`src/pkg/lvc_pkg.sv`:
```
// constants and decode helpers for the channel zero register bank
// Functional notes
// - snoop policy bit rejects snooped requests
// - port arbitration capability reads 01h only
// - channel zero enable reads one, ignores writes
// - channel zero identifier fixed zero, read-only
// - writable class map bits 7:1, reset FFh
// - class zero routing bit reads one, read-only
// - registers at fixed offsets from programmed base
package lvc_pkg;
   localparam int          LVC_BLK_AW        = 12;
   // byte offsets inside the block, as mapped from the base
   localparam logic [11:0] LVC_OFF_PVC_CAP2  = 12'h008;
   localparam logic [11:0] LVC_OFF_PVC_CTL   = 12'h00C;
   localparam logic [11:0] LVC_OFF_CH0_CAP   = 12'h010;
   localparam logic [11:0] LVC_OFF_CH0_CTL   = 12'h014;
   localparam logic [11:0] LVC_OFF_CH0_STS   = 12'h01A;
   // the status halfword lives in the upper lanes of this dword
   localparam logic [11:0] LVC_OFF_STS_WORD  = 12'h018;
   localparam int          LVC_STS_LANE_POS  = 16;
   // values after reset
   localparam logic [31:0] LVC_RST_PVC_CAP2  = 32'h00000000;
   localparam logic [15:0] LVC_RST_PVC_CTL   = 16'h0000;
   localparam logic [31:0] LVC_RST_CH0_CAP   = 32'h00000001;
   localparam logic [31:0] LVC_RST_CH0_CTL   = 32'h800000FF;
   localparam logic [15:0] LVC_RST_CH0_STS   = 16'h0002;
   // field positions
   localparam int          LVC_CHANNEL_ARBITRATION_SELECT_LSB      = 1;
   localparam int          LVC_SNOOP_POS     = 15;
   localparam int          LVC_EN_POS        = 31;
   localparam int          LVC_ID_LSB        = 24;
   localparam int          LVC_PAS_LSB       = 17;
   localparam int          LVC_MAP_LSB       = 1;
   localparam int          LVC_NP_POS        = 1;
   localparam logic [7:0]  LVC_PAC_VAL       = LVC_RST_CH0_CAP[7:0];
   localparam logic [2:0]  LVC_ID_VAL        = LVC_RST_CH0_CTL[26:24];
   localparam logic [2:0]  LVC_CHANNEL_ARBITRATION_SELECT_RST      = LVC_RST_PVC_CTL[3:1];
   localparam logic [2:0]  LVC_PAS_RST       = LVC_RST_CH0_CTL[19:17];
   localparam logic [7:0]  LVC_MAP_RST       = LVC_RST_CH0_CTL[7:0];

   // dword that holds a byte offset
   function automatic logic [11:0] lvc_word(input logic [11:0] off);
      lvc_word = {off[11:2], 2'h0};
   endfunction

   // base match against the programmed link register base
   function automatic logic lvc_in_block(input logic [31:0] addr,
                                         input logic [31:0] base);
      lvc_in_block = (addr[31:LVC_BLK_AW] == base[31:LVC_BLK_AW]);
   endfunction
endpackage

```
`src/rtl/lvc_negot.sv`:
```
// channel zero negotiation-pending tracker
`timescale 1ns/1ps
module lvc_negot
   import lvc_pkg::*;
(
   input  wire logic i_sys_clk,
   input  wire logic i_nrst,
   input  wire logic i_chan_enable,
   input  wire logic i_dl_down,
   input  wire logic i_fc_init2_done,
   output logic      o_pending
);
   logic pending_r;

   // set wins over clear: a down link in the exit cycle keeps it pending
   always_ff @(posedge i_sys_clk) begin
      if (!i_nrst) begin
         pending_r <= LVC_RST_CH0_STS[LVC_NP_POS];
      end else if (!i_chan_enable || i_dl_down) begin
         pending_r <= 1'b1;
      end else if (i_fc_init2_done) begin
         pending_r <= 1'b0;
      end
   end

   assign o_pending = pending_r;

   a_pend_on_down: assert property (@(posedge i_sys_clk)
      disable iff (!i_nrst) i_dl_down |=> pending_r)
      else $error("pending not set after link down");

   a_pend_clears: assert property (@(posedge i_sys_clk)
      disable iff (!i_nrst)
      (i_fc_init2_done && i_chan_enable && !i_dl_down) |=> !pending_r)
      else $error("pending not cleared after init exit");

   a_pend_holds: assert property (@(posedge i_sys_clk)
      disable iff (!i_nrst)
      (pending_r && !i_fc_init2_done) |=> pending_r)
      else $error("pending cleared without init exit");

   c_pend_clear: cover property (@(posedge i_sys_clk)
      disable iff (!i_nrst) pending_r ##1 !pending_r);
endmodule // lvc_negot

```
`src/rtl/lvc_regs.sv`:
```
// channel zero resource register bank with snoop policy and class map
`timescale 1ns/1ps
module lvc_regs
   import lvc_pkg::*;
#(
   parameter logic SNOOP_REJECT = LVC_RST_CH0_CAP[LVC_SNOOP_POS]
)(
   input  wire logic        i_sys_clk,
   input  wire logic        i_nrst,
   input  wire logic [31:0] i_link_register_base,
   input  wire logic [31:0] i_addr,
   input  wire logic        i_rd_en,
   input  wire logic        i_wr_en,
   input  wire logic [3:0]  i_be,
   input  wire logic [31:0] i_wdata,
   output logic      [31:0] o_rdata,
   output logic             o_rd_valid,
   input  wire logic        i_dl_down,
   input  wire logic        i_fc_init2_done,
   input  wire logic        i_req_valid,
   input  wire logic        i_req_no_snoop,
   input  wire logic [2:0]  i_req_tc,
   output logic             o_req_done,
   output logic             o_req_unsupported,
   output logic             o_req_mapped,
   output logic [7:0]       o_traffic_class_map,
   output logic [2:0]       o_port_arbitration_select,
   output logic [2:0]       o_channel_arbitration_select,
   output logic             o_negotiation_pending
);
   ////////////////////////////////////////////////////////////////////////
   logic [2:0]  channel_arbitration_select_r;
   logic [2:0]  pas_r;
   logic [7:0]  map_r;
   logic [31:0] rdata_r;
   logic        rd_valid_r;
   logic [11:0] rd_off_r;
   logic        rd_hit_r;
   logic        req_done_r;
   logic        req_ur_r;
   logic        req_map_r;
   logic        pending;
   logic        hit;
   logic [11:0] off;
   logic [11:0] woff;
   logic [31:0] rdata_nxt;
   logic        chan_enable;

   assign hit  = lvc_in_block(i_addr, i_link_register_base);
   assign off  = i_addr[11:0];
   assign woff = lvc_word(off);
   // channel zero cannot be turned off, so the tracker sees it enabled
   assign chan_enable = LVC_RST_CH0_CTL[LVC_EN_POS];

   ////////////////////////////////////////////////////////////////////////
   // writable fields; reserved and fixed bits have no storage, except map_r bit 0, which is held at one
   always_ff @(posedge i_sys_clk) begin
      if (!i_nrst) begin
         channel_arbitration_select_r <= LVC_CHANNEL_ARBITRATION_SELECT_RST;
      end else if (i_wr_en && hit && woff == LVC_OFF_PVC_CTL && i_be[0]) begin
         channel_arbitration_select_r <= i_wdata[LVC_CHANNEL_ARBITRATION_SELECT_LSB +: 3];
      end
   end

   always_ff @(posedge i_sys_clk) begin
      if (!i_nrst) begin
         pas_r <= LVC_PAS_RST;
      end else if (i_wr_en && hit && woff == LVC_OFF_CH0_CTL && i_be[2]) begin
         pas_r <= i_wdata[LVC_PAS_LSB +: 3];
      end
   end

   // bit 0 keeps class zero on channel zero whatever is written
   always_ff @(posedge i_sys_clk) begin
      if (!i_nrst) begin
         map_r <= LVC_MAP_RST;
      end else if (i_wr_en && hit && woff == LVC_OFF_CH0_CTL && i_be[0]) begin
         map_r <= {i_wdata[7:LVC_MAP_LSB], 1'b1};
      end
   end

   ////////////////////////////////////////////////////////////////////////
   // read mux; unmapped offsets and outside the block read zero
   always_comb begin
      rdata_nxt = 32'h00000000;
      if (hit) begin
         case (woff)
            LVC_OFF_PVC_CAP2: begin
               rdata_nxt = LVC_RST_PVC_CAP2;
            end
            LVC_OFF_PVC_CTL: begin
               rdata_nxt = {28'h0000000, channel_arbitration_select_r, 1'b0};
            end
            LVC_OFF_CH0_CAP: begin
               rdata_nxt = {16'h0000, SNOOP_REJECT, 7'h00,
                            LVC_PAC_VAL};
            end
            LVC_OFF_CH0_CTL: begin
               rdata_nxt = {1'b1, 4'h0, LVC_ID_VAL, 4'h0, pas_r,
                            9'h000, map_r[7:1], 1'b1};
            end
            LVC_OFF_STS_WORD: begin
               rdata_nxt[LVC_STS_LANE_POS + LVC_NP_POS] = pending;
            end
            default: begin
               rdata_nxt = 32'h00000000;
            end
         endcase
      end
   end

   always_ff @(posedge i_sys_clk) begin
      if (!i_nrst) begin
         rdata_r    <= 32'h00000000;
         rd_valid_r <= 1'b0;
         rd_off_r   <= 12'h000;
         rd_hit_r   <= 1'b0;
      end else begin
         rd_valid_r <= i_rd_en;
         if (i_rd_en) begin
            rdata_r  <= rdata_nxt;
            rd_off_r <= woff;
            rd_hit_r <= hit;
         end
      end
   end

   ////////////////////////////////////////////////////////////////////////
   // request policy: a snooped request is refused only when rejecting
   always_ff @(posedge i_sys_clk) begin
      if (!i_nrst) begin
         req_done_r <= 1'b0;
         req_ur_r   <= 1'b0;
         req_map_r  <= 1'b0;
      end else begin
         req_done_r <= i_req_valid;
         req_ur_r   <= i_req_valid && SNOOP_REJECT && !i_req_no_snoop;
         req_map_r  <= i_req_valid && map_r[i_req_tc];
      end
   end

   lvc_negot u_negot (
      .i_sys_clk       (i_sys_clk),
      .i_nrst          (i_nrst),
      .i_chan_enable   (chan_enable),
      .i_dl_down       (i_dl_down),
      .i_fc_init2_done (i_fc_init2_done),
      .o_pending       (pending)
   );

   assign o_rdata                      = rdata_r;
   assign o_rd_valid                   = rd_valid_r;
   assign o_req_done                   = req_done_r;
   assign o_req_unsupported            = req_ur_r;
   assign o_req_mapped                 = req_map_r;
   assign o_traffic_class_map          = map_r;
   assign o_port_arbitration_select    = pas_r;
   assign o_channel_arbitration_select = channel_arbitration_select_r;
   assign o_negotiation_pending        = pending;

   ////////////////////////////////////////////////////////////////////////
   a_snoop_policy: assert property (@(posedge i_sys_clk)
      disable iff (!i_nrst)
      i_req_valid |=> (o_req_unsupported == (SNOOP_REJECT &&
                       !$past(i_req_no_snoop))))
      else $error("snoop policy answer wrong");

   a_pac_value: assert property (@(posedge i_sys_clk)
      disable iff (!i_nrst)
      (rd_valid_r && rd_hit_r && rd_off_r == LVC_OFF_CH0_CAP)
      |-> o_rdata[7:0] == 8'h01)
      else $error("port arbitration capability wrong");

   a_enable_one: assert property (@(posedge i_sys_clk)
      disable iff (!i_nrst)
      (rd_valid_r && rd_hit_r && rd_off_r == LVC_OFF_CH0_CTL)
      |-> o_rdata[31] && o_rdata[0])
      else $error("enable or class zero bit reads zero");

   a_id_zero: assert property (@(posedge i_sys_clk)
      disable iff (!i_nrst)
      (rd_valid_r && rd_hit_r && rd_off_r == LVC_OFF_CH0_CTL)
      |-> o_rdata[26:24] == 3'h0 && o_rdata[30:27] == 4'h0)
      else $error("identifier not zero");

   a_map_write: assert property (@(posedge i_sys_clk)
      disable iff (!i_nrst)
      (i_wr_en && hit && woff == LVC_OFF_CH0_CTL && i_be[0])
      |=> o_traffic_class_map == {$past(i_wdata[7:1]), 1'b1})
      else $error("class map write lost");

   a_map_reset: assert property (@(posedge i_sys_clk)
      $rose(i_nrst) |-> o_traffic_class_map == 8'hFF)
      else $error("class map reset value wrong");

   a_status_read: assert property (@(posedge i_sys_clk)
      disable iff (!i_nrst)
      (rd_valid_r && rd_hit_r && rd_off_r == LVC_OFF_STS_WORD)
      |-> o_rdata[17] == $past(pending) && o_rdata[16] == 1'b0)
      else $error("status bit read wrong");

   a_outside_zero: assert property (@(posedge i_sys_clk)
      disable iff (!i_nrst)
      (i_rd_en && !hit) |=> o_rd_valid && o_rdata == 32'h00000000)
      else $error("read outside block not zero");

   a_reserved_zero: assert property (@(posedge i_sys_clk)
      disable iff (!i_nrst)
      (rd_valid_r && rd_hit_r && rd_off_r == LVC_OFF_PVC_CTL)
      |-> o_rdata[31:4] == 28'h0000000 && !o_rdata[0])
      else $error("reserved control bits not zero");

   c_map_write: cover property (@(posedge i_sys_clk) disable iff (!i_nrst)
      i_wr_en && hit && woff == LVC_OFF_CH0_CTL && i_be[0]);
   c_status_rd: cover property (@(posedge i_sys_clk) disable iff (!i_nrst)
      i_rd_en && hit && woff == LVC_OFF_STS_WORD);
   c_req_map: cover property (@(posedge i_sys_clk) disable iff (!i_nrst)
      o_req_done && !o_req_mapped);
endmodule // lvc_regs

```
`config.mk`:
```
export PLATFORM = sky130hd
export DESIGN_NAME = lvc_regs
export DESIGN_NICKNAME = d
export VERILOG_FILES = /design/src/pkg/lvc_pkg.sv /design/src/rtl/lvc_negot.sv /design/src/rtl/lvc_regs.sv
export SDC_FILE = /design/constraint.sdc
export NUM_CORES = 1
export LEC_CHECK = 0
export ABC_AREA = 1
export BUFFER_PORTS_ARGS = -buffer_cell sky130_fd_sc_hd__buf_2
export CAP_MARGIN = 20
export CORE_MARGIN = 1.5
export CORE_UTILIZATION = 38
export DETAILED_ROUTE_END_ITERATION = 6
export PLACE_DENSITY_LB_ADDON = 0.25
export SLEW_MARGIN = 20
export SYNTH_ARGS = -nofsm -noshare
export SYNTH_HDL_FRONTEND = slang
export SYNTH_SLANG_ARGS = --single-unit
```
`constraint.sdc`:
```
create_clock -name i_sys_clk -period 1.95 [get_ports i_sys_clk]
set_clock_uncertainty 0.2 [all_clocks]
set_input_delay 0.39 -clock i_sys_clk [delete_from_list [all_inputs] [get_ports i_sys_clk]]
set_output_delay 0.39 -clock i_sys_clk [all_outputs]
set_load 0.01 [all_outputs]
```
==> flow_results.org <==
** STA
- Hold Violations, Final :: 0
- Setup violations remaining at the end of the flow were counted as 0.
- The final critical path takes up 88.3% of the cycle.
- Setup repair after global routing left no endpoint under its margin.
- Final period demand of the worst path :: 1.72 ns
- The number of max-slew violations in the final report came to 0.
- Max frequency :: between 500 and 600 MHz

** Clocking
- The clock drives 29 sinks.
- Number of buffers on the longest clock path :: 2
- Post-CTS setup repair buffer count :: 0
- Clock latency at the later pin of the worst-skew pair :: 0.27 ns
- The H-tree was split into 2 levels.
- The root buffer cell chosen for the clock tree is sky130_fd_sc_hd__clkbuf_8.
- Number of clock buffers inserted by TritonCTS :: 5
- TritonCTS built the clock tree.
- CTS clock-pin slew for the worst setup and hold paths :: 0.06 ns
- CTS Hold Bufs :: 0
- CTS-repair resized insts :: 0

** Yosys
- Number of warnings printed during yosys synthesis :: 0
- In the synthesized netlist, the number of instances is 285.
- Cell area after technology mapping :: about 1800 um^2
- Post-synth EDFFs :: 0
- Count of unique library cells instantiated by Yosys :: 21
- Dominant cell by count in the synthesized netlist :: sky130_fd_sc_hd__nand2_1
- In the synthesized netlist the async set-or-reset flop fraction comes to 0%.
- Synth top cells by count :: 96 x sky130_fd_sc_hd__nand2_1, 41 x sky130_fd_sc_hd__inv_1, 31 x sky130_fd_sc_hd__nor2_1, 29 x sky130_fd_sc_hd__dfxtp_1, 24 x sky130_fd_sc_hd__nand3_1
- The synthesized design contains 29 register bits.
- Largest area contributor in the synthesized netlist :: sky130_fd_sc_hd__dfxtp_1
- A synthesized cell averages about 6.3 um^2.
- The most used flip-flop cell after synthesis is sky130_fd_sc_hd__dfxtp_1.
- In this run the biggest area consumer among cell types represents 32.3% of the synthesized area.
- Sequential area share after synthesis :: 32.3%
- Most area-consuming cells after synthesis :: sky130_fd_sc_hd__dfxtp_1 32%, sky130_fd_sc_hd__nand2_1 20%, sky130_fd_sc_hd__buf_4 9.2%

** Worst setup path
- CP startpoint kind :: primary input
- Along the worst path, the maximum fanout reaches 9.
- On the critical path, the stage with the largest delay is an instance of sky130_fd_sc_hd__nor3_4.
- Maximum cell stage delay along the critical path :: 0.26 ns
- Data required, critical path :: 1.96 ns
- Walking the worst path, the cells encountered are buf_2 -> inv_1 -> nand2_1 -> nand2_1 -> nand2_1 -> nor2_1 -> nand3_2 -> nor2_4 -> nand2_1 -> nor3_4 -> nand2_1 -> nand2_1.
- Critical Setup Path Class :: primary input to flop
- Crit path DAT :: 1.73 ns
- Among the stages of the critical path, the cell type that occurs most often is sky130_fd_sc_hd__nand2_1.
- The worst setup path is captured at a flop.

** Die
- The floorplan step defined a core boundary enclosing 4440 um^2.
- The floorplan step defined a die boundary enclosing 5150 um^2.
- After floorplanning, the core was divided into 24 placement rows.
- In this run the vertical extent of the chip is 71.8 um.
- Starting density of the core :: 40.5%
- Boundary pin count :: 162
- Die X-Extent :: 71.8 um

** Finish
- Net count reported at finish :: 506
- Compared with the post-synthesis result, the final layout area differs by 33.1%.
- Fin cells :: approximately 450
- The number of antenna diodes in the final layout is 0.
- Cells with a size suffix above 1 make up a little under a third of the layout.

** GRT
- The number of antenna violations at the first check in global routing came to 0.
- Across every metal layer, demand over resource in global routing totals between 15 and 20%.
- Entering global routing, the biggest net connects 17 pins.
- The via count of the first global-routing pass is roughly 1,800.
- The total overflow left after global routing is 0.
- First-pass GRT wire length :: slightly above 7000 um

** Detailed routing
- The detailed router finished its first iteration with 57 violations.
- Total number of vias :: 1,972
- DRC viols :: 1
- Routed WL per cell :: 9.57 um
- Number of antenna-violating nets in the routed design :: 0
- The first detailed-routing pass ran for 7 iterations.
- Total wire length after detailed routing :: 4290 um
- In the routed layout, each cell is associated on average with a via count of 4.40.

** Placement
- The congestion estimate from routability-driven global placement came to about 0.8.
- Number of cells in the design after placement :: 440
- Count of input and output buffers :: 100
- Once detailed placement completed, the half-perimeter wirelength came to 3640 um.

** Run status
- The final reports fail on design-rule violations.
- Result of the run :: finished, violations left

** Power
- Worst voltage drop across the vdd grid :: 348 uV
- Overall power consumption after layout is estimated at 1.26 mW.
- Static leakage :: around 1.4 nW
- Total power divided by cell area :: 526 nW/um^2

** Hold path
- Path class of the lowest-slack min-delay path :: primary input to flop

** Job
- Max Cap Violations :: 0
-- flip-flops by register name, indices dropped and copies added (netlist names) --
register                      flops
o_req_done                        1
o_rdata                          12
o_channel_arbitration_select      3
o_port_arbitration_select         3
o_traffic_class_map               7
o_req_mapped                      1
u_negot.o_pending                 1
o_rd_valid                        1
-- metrics by stage --
stage          hold WS [ns]  util, %  TNS [ns]  instance area, um^2  setup slack (ns)
2_1_floorplan         0.273        -         0                 1870             0.286
3_3_place_gp          0.231     52.0   -0.0638                 2310           -0.0114
3_5_place_dp          0.235     52.0    -0.903                 2310           -0.0856
4_1_cts              0.0834     53.9         0                 2390             0.201
5_1_grt              0.0910     53.9         0                 2390            0.0254
6_report             0.0922     53.9         0                 2390             0.229
-- power by group --
part | total (mW) | internal (mW) | switching, mW
Combinational | 0.201 | 0.0945 | 0.107
Clock | 0.459 | 0.246 | 0.212
Sequential | 0.598 | 0.597 | 0.00137
-- worst max-delay path, delay by kind of cell --
kind	cells	cell delay, ns
and+or+nand+nor	10	1.18
buffers and inverters	2	0.14
-- cells by family after synthesis --
family                    after synthesis  share of synthesized area (%)
AOI/OAI and AO/OA                      15                           4.80
xor gates and xnor gates               11                           5.36
buffers and inverters                  67                           19.4
DFF                                    29                           32.3
other                                   2                          0.418
and+or+nand+nor                       161                           37.7
-- cell type report --
class / instances / area [um^2]
Clock buffer: 6 / 72.6
Clock inverter: 2 / 10.0
Fill cell: 480 / 2050
Inverter: 41 / 154
Multi-Input combinational cell: 209 / 943
Sequential cell: 29 / 581
Tap cell: 52 / 65.1
Timing Repair Buffer: 109 / 568
-- final timing paths --
check                                            start                 to  slack [ns]  depth (start not counted)
worst min-delay path                   i_fc_init2_done  u_negot.o_pending        0.09                          2
worst min register to register             o_rdata[18]        o_rdata[18]        0.25                          2
worst max register to register  o_traffic_class_map[4]       o_req_mapped        0.77                          4
worst max-delay path                        i_addr[21]         o_rdata[4]        0.23                         12
-- cells in the final DEF, fill, tap and decap left out, types with 2 or more instances in the layout --
cell type / n
sky130_fd_sc_hd__a21oi_1: 3
sky130_fd_sc_hd__buf_2: 100
sky130_fd_sc_hd__buf_4: 9
sky130_fd_sc_hd__clkbuf_8: 5
sky130_fd_sc_hd__clkinv_2: 2
sky130_fd_sc_hd__conb_1: 22
sky130_fd_sc_hd__dfxtp_1: 29
sky130_fd_sc_hd__inv_1: 41
sky130_fd_sc_hd__nand2_1: 96
sky130_fd_sc_hd__nand3_1: 24
sky130_fd_sc_hd__nand4_1: 4
sky130_fd_sc_hd__nor2_1: 31
sky130_fd_sc_hd__nor4_1: 2
sky130_fd_sc_hd__o21ai_0: 7
sky130_fd_sc_hd__o22ai_1: 2
sky130_fd_sc_hd__o31ai_1: 2
sky130_fd_sc_hd__xnor2_1: 11
-- per-layer routing --
metal	part of all wire [%]	global-route usage, %
met5	0	0
met4	1.4	5.66
met3	7.0	4.78
met2	48	30.7
met1	43	20.7
Note: power is estimated with default switching activity, not from simulation.
